### src/hw/rximb_pkg.sv
// Package for the receive interrupt mask bank: register indices, field layouts, resets.
// Assumes an APB slave with 32-bit words, each register index at byte address index*4.
package rximb_pkg;
  // Mask register indices within one port window (byte address = index * 4)
  localparam logic [8:0] ALARM_IDX = 9'h0A0;
  localparam logic [8:0] FRAMING_IDX = 9'h0A1;
  localparam logic [8:0] CODE_CLOCK_IDX = 9'h0A2;
  localparam logic [8:0] ELASTIC_IDX = 9'h0A3;
  localparam logic [8:0] HDLC_IDX = 9'h0A4;
  localparam logic [8:0] BOC_FDL_IDX = 9'h0A6;
  // Port windows repeat every 200h indices; port field is index bits 11:9
  localparam logic [11:0] PORT_STRIDE = 12'h200;
  localparam int PORT_LSB = 9;
  localparam int NUM_PORTS = 8;
  localparam int NUM_SLOTS = 6;
  localparam logic [2:0] NO_SLOT = 3'h7;
  // Bank-level interrupt registers (indices in the port 1 window, below the masks)
  localparam logic [11:0] IRQ_STATUS_IDX = 12'h000;
  localparam logic [11:0] IRQ_MASK_IDX = 12'h001;
  // Implemented bits per slot, by line mode
  localparam logic [7:0] ALARM_BITS = 8'hFF;
  localparam logic [7:0] FRAMING_BITS_E1 = 8'h0F;
  localparam logic [7:0] FRAMING_BITS_T1 = 8'h00;
  localparam logic [7:0] CODE_CLOCK_BITS_T1 = 8'hFF;
  localparam logic [7:0] CODE_CLOCK_BITS_E1 = 8'hBB;
  localparam logic [7:0] ELASTIC_BITS = 8'hEF;
  localparam logic [7:0] HDLC_BITS = 8'h3F;
  localparam logic [7:0] BOC_FDL_BITS_T1 = 8'h3F;
  localparam logic [7:0] BOC_FDL_BITS_E1 = 8'h03;
  // Summary bit that each slot drives (bit 5 reserved, bit 7 unused)
  localparam logic [2:0] SUM_ALARM = 3'h0;
  localparam logic [2:0] SUM_FRAMING = 3'h1;
  localparam logic [2:0] SUM_CODE_CLOCK = 3'h2;
  localparam logic [2:0] SUM_ELASTIC = 3'h3;
  localparam logic [2:0] SUM_HDLC = 3'h4;
  localparam logic [2:0] SUM_BOC_FDL = 3'h6;
  // Values after reset
  localparam logic [7:0] MASK_RESET = 8'h00;
  localparam logic [7:0] BANK_RESET = 8'h00;
endpackage

### src/hw/rximb_top.sv
// Receive interrupt mask bank for eight framer ports, with an APB register slave.
// Assumes latched status inputs come from the framer's status registers on core_clk;
// this bank only gates them and never alters them.
`timescale 1ns/1ps
module rximb_top (
  // Clock and reset
  input wire logic core_clk,
  input wire logic srst,
  // APB slave
  input wire logic psel,
  input wire logic penable,
  input wire logic pwrite,
  input wire logic [13:0] paddr,
  input wire logic [31:0] pwdata,
  output logic [31:0] prdata,
  output logic pready,
  output logic pslverr,
  // Line mode per port, 1 = E1, 0 = T1
  input wire logic [7:0] e1_mode,
  // Latched receive status per port
  input wire logic [7:0][7:0] lat_alarm,
  input wire logic [7:0][7:0] lat_framing,
  input wire logic [7:0][7:0] lat_code_clock,
  input wire logic [7:0][7:0] lat_elastic,
  input wire logic [7:0][7:0] lat_hdlc,
  input wire logic [7:0][7:0] lat_boc_fdl,
  // Interrupt outputs
  output logic irq_out_n,
  output logic bank_irq,
  output logic [7:0][7:0] rx_interrupt_summary
);

  // Map a window index onto a mask slot
  function automatic logic [2:0] slot_of(input logic [8:0] off);
    case (off)
      rximb_pkg::ALARM_IDX: slot_of = 3'h0;
      rximb_pkg::FRAMING_IDX: slot_of = 3'h1;
      rximb_pkg::CODE_CLOCK_IDX: slot_of = 3'h2;
      rximb_pkg::ELASTIC_IDX: slot_of = 3'h3;
      rximb_pkg::HDLC_IDX: slot_of = 3'h4;
      rximb_pkg::BOC_FDL_IDX: slot_of = 3'h5;
      default: slot_of = rximb_pkg::NO_SLOT;
    endcase
  endfunction

  // Implemented bits of a slot in the given line mode
  function automatic logic [7:0] valid_bits(input logic [2:0] slot, input logic e1);
    case (slot)
      3'h0: valid_bits = rximb_pkg::ALARM_BITS;
      3'h1: valid_bits = e1 ? rximb_pkg::FRAMING_BITS_E1 : rximb_pkg::FRAMING_BITS_T1;
      3'h2: valid_bits = e1 ? rximb_pkg::CODE_CLOCK_BITS_E1
                            : rximb_pkg::CODE_CLOCK_BITS_T1;
      3'h3: valid_bits = rximb_pkg::ELASTIC_BITS;
      3'h4: valid_bits = rximb_pkg::HDLC_BITS;
      3'h5: valid_bits = e1 ? rximb_pkg::BOC_FDL_BITS_E1 : rximb_pkg::BOC_FDL_BITS_T1;
      default: valid_bits = 8'h00;
    endcase
  endfunction

  // Summary bit position driven by a slot
  function automatic logic [2:0] sum_bit(input logic [2:0] slot);
    case (slot)
      3'h0: sum_bit = rximb_pkg::SUM_ALARM;
      3'h1: sum_bit = rximb_pkg::SUM_FRAMING;
      3'h2: sum_bit = rximb_pkg::SUM_CODE_CLOCK;
      3'h3: sum_bit = rximb_pkg::SUM_ELASTIC;
      3'h4: sum_bit = rximb_pkg::SUM_HDLC;
      default: sum_bit = rximb_pkg::SUM_BOC_FDL;
    endcase
  endfunction

  // Mask registers, one array per register, indexed by port
  logic [7:0] rx_alarm_condition_mask_q [0:7];
  logic [7:0] rx_e1_framing_event_mask_q [0:7];
  logic [7:0] rx_code_clock_event_mask_q [0:7];
  logic [7:0] rx_elastic_timer_event_mask_q [0:7];
  logic [7:0] rx_hdlc_event_mask_q [0:7];
  logic [7:0] rx_boc_fdl_event_mask_q [0:7];
  // Same words gathered by slot for the shared read and gating paths
  logic [7:0] mask_word [0:7][0:5];
  logic [7:0] irq_status_q;
  logic [7:0] irq_mask_q;
  logic [7:0] port_req_q;
  logic [7:0][7:0] summary_d;
  logic [7:0] port_req_d;
  logic [31:0] prdata_d;
  logic [7:0] stat_word;

  // Address decode: index bits 11:9 pick the port, 8:0 the register
  wire logic [11:0] reg_idx = paddr[13:2];
  wire logic [2:0] acc_port = reg_idx[11:rximb_pkg::PORT_LSB];
  wire logic [2:0] acc_slot = slot_of(reg_idx[8:0]);
  wire logic slot_hit = acc_slot != rximb_pkg::NO_SLOT;
  wire logic stat_hit = reg_idx == rximb_pkg::IRQ_STATUS_IDX;
  wire logic imask_hit = reg_idx == rximb_pkg::IRQ_MASK_IDX;
  wire logic any_hit = slot_hit | stat_hit | imask_hit;
  wire logic [7:0] acc_valid = valid_bits(acc_slot, e1_mode[acc_port]);
  wire logic [2:0] rd_slot = slot_hit ? acc_slot : 3'h0;
  wire logic [7:0] mask_rd = mask_word[acc_port][rd_slot] & acc_valid;
  wire logic setup_ph = psel & ~penable;
  wire logic wr_en = psel & penable & pwrite & pready & ~pslverr;
  // One-hot write strobes; a stray slot code is harmless since slot_hit gates the port
  wire logic [7:0] wr_port = (wr_en & slot_hit) ? (8'h01 << acc_port) : 8'h00;
  wire logic [5:0] wr_slot = 6'h01 << acc_slot;
  wire logic [7:0] wr_byte = pwdata[7:0] & acc_valid;
  // Write-one-to-clear lands only on the bank status register
  wire logic [7:0] stat_clr = (wr_en & stat_hit) ? pwdata[7:0] : 8'h00;
  wire logic [7:0] req_rise = port_req_d & ~port_req_q;

  // Read data is prepared in the setup cycle so the answer comes from a flop
  always_comb begin
    prdata_d = 32'h0000_0000;
    if (slot_hit) begin
      prdata_d[7:0] = mask_rd;
    end else if (stat_hit) begin
      prdata_d[7:0] = irq_status_q;
    end else if (imask_hit) begin
      prdata_d[7:0] = irq_mask_q;
    end
  end

  // Gate each latched status word by its effective mask
  always_comb begin
    summary_d = '0;
    port_req_d = 8'h00;
    stat_word = 8'h00;
    for (int p = 0; p < rximb_pkg::NUM_PORTS; p++) begin
      for (int s = 0; s < rximb_pkg::NUM_SLOTS; s++) begin
        case (s)
          0: stat_word = lat_alarm[p];
          1: stat_word = lat_framing[p];
          2: stat_word = lat_code_clock[p];
          3: stat_word = lat_elastic[p];
          4: stat_word = lat_hdlc[p];
          default: stat_word = lat_boc_fdl[p];
        endcase
        // Stale bits from the other mode stay gated off
        summary_d[p][sum_bit(3'(s))] =
          |(stat_word & mask_word[p][s] & valid_bits(3'(s), e1_mode[p]));
      end
      port_req_d[p] = |summary_d[p];
    end
  end

  // Gather the named registers by slot; slot numbers follow slot_of
  always_comb begin
    for (int p = 0; p < rximb_pkg::NUM_PORTS; p++) begin
      mask_word[p][0] = rx_alarm_condition_mask_q[p];
      mask_word[p][1] = rx_e1_framing_event_mask_q[p];
      mask_word[p][2] = rx_code_clock_event_mask_q[p];
      mask_word[p][3] = rx_elastic_timer_event_mask_q[p];
      mask_word[p][4] = rx_hdlc_event_mask_q[p];
      mask_word[p][5] = rx_boc_fdl_event_mask_q[p];
    end
  end

  // Alarm condition masks: detect enables low, clear enables high
  always_ff @(posedge core_clk) begin
    for (int p = 0; p < rximb_pkg::NUM_PORTS; p++) begin
      if (srst) begin
        rx_alarm_condition_mask_q[p] <= rximb_pkg::MASK_RESET;
      end else if (wr_port[p] && wr_slot[0]) begin
        rx_alarm_condition_mask_q[p] <= wr_byte;
      end
    end
  end

  // Framing event masks; a T1 port keeps this word at zero
  always_ff @(posedge core_clk) begin
    for (int p = 0; p < rximb_pkg::NUM_PORTS; p++) begin
      if (srst) begin
        rx_e1_framing_event_mask_q[p] <= rximb_pkg::MASK_RESET;
      end else if (wr_port[p] && wr_slot[1]) begin
        rx_e1_framing_event_mask_q[p] <= wr_byte;
      end
    end
  end

  // Code and clock masks; layout depends on the port's line mode
  always_ff @(posedge core_clk) begin
    for (int p = 0; p < rximb_pkg::NUM_PORTS; p++) begin
      if (srst) begin
        rx_code_clock_event_mask_q[p] <= rximb_pkg::MASK_RESET;
      end else if (wr_port[p] && wr_slot[2]) begin
        rx_code_clock_event_mask_q[p] <= wr_byte;
      end
    end
  end

  // Elastic store and timer masks; bit 4 never holds a one
  always_ff @(posedge core_clk) begin
    for (int p = 0; p < rximb_pkg::NUM_PORTS; p++) begin
      if (srst) begin
        rx_elastic_timer_event_mask_q[p] <= rximb_pkg::MASK_RESET;
      end else if (wr_port[p] && wr_slot[3]) begin
        rx_elastic_timer_event_mask_q[p] <= wr_byte;
      end
    end
  end

  // HDLC receive masks, six low bits
  always_ff @(posedge core_clk) begin
    for (int p = 0; p < rximb_pkg::NUM_PORTS; p++) begin
      if (srst) begin
        rx_hdlc_event_mask_q[p] <= rximb_pkg::MASK_RESET;
      end else if (wr_port[p] && wr_slot[4]) begin
        rx_hdlc_event_mask_q[p] <= wr_byte;
      end
    end
  end

  // Code and data link masks; an E1 port keeps only the two low bits
  always_ff @(posedge core_clk) begin
    for (int p = 0; p < rximb_pkg::NUM_PORTS; p++) begin
      if (srst) begin
        rx_boc_fdl_event_mask_q[p] <= rximb_pkg::MASK_RESET;
      end else if (wr_port[p] && wr_slot[5]) begin
        rx_boc_fdl_event_mask_q[p] <= wr_byte;
      end
    end
  end

  // APB answer: zero wait states, error on an unmapped index
  always_ff @(posedge core_clk) begin
    if (srst) begin
      pready <= 1'b0;
      pslverr <= 1'b0;
      prdata <= 32'h0000_0000;
    end else begin
      pready <= setup_ph;
      pslverr <= setup_ph & ~any_hit;
      if (setup_ph) begin
        prdata <= prdata_d;
      end
    end
  end

  // Bank status: a port request rising is sticky; set beats a same-cycle clear
  always_ff @(posedge core_clk) begin
    if (srst) begin
      irq_status_q <= rximb_pkg::BANK_RESET;
    end else begin
      irq_status_q <= (irq_status_q & ~stat_clr) | req_rise;
    end
  end

  // Last cycle's port requests; zero after reset, as all masks start closed
  always_ff @(posedge core_clk) begin
    if (srst) begin
      port_req_q <= 8'h00;
    end else begin
      port_req_q <= port_req_d;
    end
  end

  // Bank interrupt mask, all eight bits live
  always_ff @(posedge core_clk) begin
    if (srst) begin
      irq_mask_q <= rximb_pkg::BANK_RESET;
    end else if (wr_en && imask_hit) begin
      irq_mask_q <= pwdata[7:0];
    end
  end

  // Line interrupt: low while any port holds an unmasked pending event
  always_ff @(posedge core_clk) begin
    if (srst) begin
      irq_out_n <= 1'b1;
    end else begin
      irq_out_n <= ~(|port_req_d);
    end
  end

  // Bank interrupt follows the status as it stands after this edge
  always_ff @(posedge core_clk) begin
    if (srst) begin
      bank_irq <= 1'b0;
    end else begin
      bank_irq <= |(((irq_status_q & ~stat_clr) | req_rise) & irq_mask_q);
    end
  end

  // Summary registered so it moves in the same cycle as the line interrupt
  always_ff @(posedge core_clk) begin
    if (srst) begin
      rx_interrupt_summary <= '0;
    end else begin
      rx_interrupt_summary <= summary_d;
    end
  end

endmodule
### config.mk
export PLATFORM = sky130hd
export DESIGN_NAME = rximb_top
export DESIGN_NICKNAME = d
export VERILOG_FILES = /design/src/hw/rximb_pkg.sv /design/src/hw/rximb_top.sv
export SDC_FILE = /design/constraint.sdc
export NUM_CORES = 1
export LEC_CHECK = 0
export ABC_AREA = 1
export BUFFER_PORTS_ARGS = -buffer_cell sky130_fd_sc_hd__buf_2
export CAP_MARGIN = 25
export CORE_MARGIN = 4
export CORE_UTILIZATION = 29
export DETAILED_ROUTE_END_ITERATION = 8
export GPL_ROUTABILITY_DRIVEN = 0
export PLACE_DENSITY = 0.53
export SYNTH_ARGS = -nofsm -noshare
export SYNTH_HDL_FRONTEND = slang
export SYNTH_SLANG_ARGS = --single-unit
### constraint.sdc
create_clock -name core_clk -period 7 [get_ports core_clk]
set_input_delay 0.35 -clock core_clk [delete_from_list [all_inputs] [get_ports core_clk]]
set_output_delay 0.35 -clock core_clk [all_outputs]
set_load 0.01 [all_outputs]
==> flow_summary.json <==
{
  "outcome": "completed",
  "final_nets": 3856,
  "root_buffer": "clkbuf_16",
  "wirelength_um": 117000,
  "via_count": 23047,
  "end_kind": "register",
  "cts_buffer_depth": 3,
  "layout-drive-gt1-share_pct": 20.4,
  "grtUsageTotal_pct": 25.4,
  "highest_layer": "met5",
  "yosysSeqAreaShare_pct": 54.6,
  "crit_type": "input port to register",
  "setup_slack_ns": 3.33,
  "antenna_found_initial": 16,
  "pin_count": 543,
  "hold_class": "input port to register",
  "cts_setup_buffers": 0,
  "route.met3.wl_um": 10700,
  "cts_resized": 0,
  "first_global_vias": 21859,
  "final_hold_viol_count": 0,
  "async_reset_ff_share_pct": 0,
  "p_switching_w": 0.00185,
  "coreArea_um2": 82400,
  "initial_core_util_pct": 29.4,
  "fin_setup_tns_ns": 0,
  "utilization_pct": 35.9,
  "worst_slew_pin_slew_ns": 1.04,
  "yosysWarnings": 0,
  "clkPwrFrac_pct": 43.1,
  "drt_pass1_iterations": 5,
  "die_h_um": 297,
  "avgSynthCellArea_um2": 8.19,
  "grt_pass1_wl_um": 161000,
  "finalMaxSlewViolations": 0,
  "p_seq_share_pct": 45.7,
  "setup_viol": 0,
  "slew_headroom_pct": 30.3,
  "critPathArrivalTime_ns": 3.91,
  "cts_htree_levels": 2,
  "cp.required_ns": 7.24,
  "period_share_pct": 52.4,
  "cts_buffers": 56,
  "dpl.hpwl_um": 89100,
  "yosysTopAreaCellShare_pct": 47.6,
  "antenna_left": 0,
  "syn_inst": 2954,
  "synthToLayoutAreaGrowth_pct": 22.1,
  "fmax_mhz": 273,
  "drt-met1-wl_um": 48000,
  "hold-worst-slack_ns": 0.0438,
  "stdcell_area_um2": 29500,
  "rsz0062_at_grt": "false",
  "intPower_w": 0.00505,
  "place_area_um2": 27600,
  "cts_tree": "yes",
  "grt_max_degree": 61,
  "ctsHoldBuffers": 0,
  "synth_area_um2": 24200,
  "die_w_um": 297,
  "synth_seq_cells": 468,
  "layout_commonest_cell": "nand2_1",
  "drv_cap": 0,
  "dieArea_um2": 88200,
  "synth-edff-count": 384,
  "power_frac_comb_pct": 11.2,
  "synth_top_cell_by_area": "edfxtp_1",
  "drcViolationCount": 0,
  "powerDensity_nw_per_um2": 233,
  "drt_iter0_markers": 2893,
  "viasPerCell": 5.08,
  "period_needed_ns": 3.67,
  "switching_share_pct": 26.8,
  "power.static_leakage_nw": 12.9,
  "grt_overflow_total": 0,
  "worst_setup_path_start_kind": "input port",
  "clkLatencyLatePin_ns": 0.63,
  "pre_cts_slack_ns": 2.63,
  "ys_top_cells_by_area": "edfxtp_1 48%, nand2_1 15%, nor2_1 9.0%",
  "portBuffers": 404,
  "yosys_most_used_dff": "edfxtp_1",
  "rows": 105,
  "wl_per_cell_um": 25.9,
  "wl_met2_um": 53300,
  "final_cell_mix": "956 x nand2_1, 578 x nor2_1, 415 x buf_2",
  "cp_max_fo": 11,
  "ir_drop_uv": 186,
  "synth.distinct_cells": 48,
  "clk_pin_slew_worst_paths_ns": 0.06,
  "finClkSkew_ns": 0.0259,
  "cts_num_sinks": 468
}
[stage by stage]
step / total power (W) / instances
final: 0.00689 / 4533
after global placement: 0.00396 / 4406
after CTS: 0.00691 / 4524
after global routing: 0.00708 / 4531
after detailed placement: 0.00396 / 4418
after floorplan: 0.00354 / 3033
[path summary, 6_finish.rpt]
check / to / cells after the start / start / slack, ns
min: rx_interrupt_summary[14] / 3 / lat_boc_fdl[8] / 0.04
max: rx_alarm_condition_mask_q[1][11] / 15 / paddr[6] / 3.33
min reg2reg: irq_mask_q[0] / 2 / irq_mask_q[0] / 0.47
max reg2reg: rx_alarm_condition_mask_q[1][11] / 10 / pready / 3.96
[layout make-up]
cell class | count | area (µm²)
flip-flops and latches | 468 | 13200
fillers | 8631 | 52800
clock inverters | 24 | 166
inverters | 193 | 732
multi-input cells | 2212 | 9780
diodes | 4 | 10.0
well taps | 1070 | 1340
repair buffers | 480 | 2600
clock buffers | 82 | 1700
[kinds of logic (layout without fill, tap and decap cells)]
kind of cell,Yosys count,after routing,synth area share [%]
compound gates,244,244,5.64
simple gates,1885,1885,33.1
buf+inv,353,779,6.53
mux,1,1,0.0414
flops,468,468,54.6
other cells,1,84,0.0155
fa+ha+maj,2,2,0.103
[critical path, cell delays in order]
cell and delay [ns]:
buf_2 0.10, nor2_2 0.11, nand3_1 0.21, nor2_1 0.30, inv_1 0.20, ha_1 0.28
nand2_2 0.25, inv_2 0.17, nor2_4 0.18, inv_2 0.11, nor2_4 0.11, inv_4 0.10
nor2_8 0.25, inv_1 0.30, o21ai_1 0.86
[metal layers]
layer / global-route usage [%] / vias up
met5: 0 / -
met4: 9.97 / 18
met3: 4.77 / 217
met2: 41.2 / 1310
met1: 33.8 / 11040
li1: - / 10462
[power groups by stage]
stage	clock, W	combinational, W	sequential, W
CTS	0.00300	0.000756	0.00315
detailed placement	0	0.000752	0.00321
finish	0.00297	0.000774	0.00315
floorplan	0	0.000342	0.00320
global route	0.00311	0.000814	0.00316
global placement	0	0.000749	0.00321
[synthesized netlist by cell type, types with 3 or more instances]
| master | number |
|---|---|
| nor2_1 | 579 |
| nand3_1 | 162 |
| buf_6 | 5 |
| a41oi_1 | 3 |
| clkinv_1 | 5 |
| nand2_2 | 6 |
| a31oi_1 | 14 |
| a21oi_1 | 59 |
| inv_1 | 176 |
| nor2_2 | 8 |
| nor3_1 | 16 |
| o21ai_0 | 127 |
| buf_1 | 12 |
| nand3_2 | 40 |
| nand2_1 | 966 |
| nor2_4 | 7 |
| buf_2 | 40 |
| or2_2 | 36 |
| inv_2 | 9 |
| dfxtp_1 | 84 |
| buf_4 | 43 |
| o2111ai_1 | 7 |
| o22ai_1 | 6 |
| o221ai_1 | 7 |
| nand4_1 | 35 |
| o211ai_1 | 15 |
| nor2_8 | 6 |
| clkbuf_1 | 59 |
| nand3b_1 | 11 |
| edfxtp_1 | 384 |
| nor4_1 | 4 |
[flip-flops by register name (all words and copies together), names as in the netlist, 48 cells and up]
register                       cells
rx_alarm_condition_mask_q         64
rx_boc_fdl_event_mask_q           64
rx_code_clock_event_mask_q        64
rx_e1_framing_event_mask_q        64
rx_elastic_timer_event_mask_q     64
rx_hdlc_event_mask_q              64
rx_interrupt_summary              48
(Power assumes the default switching activity.)
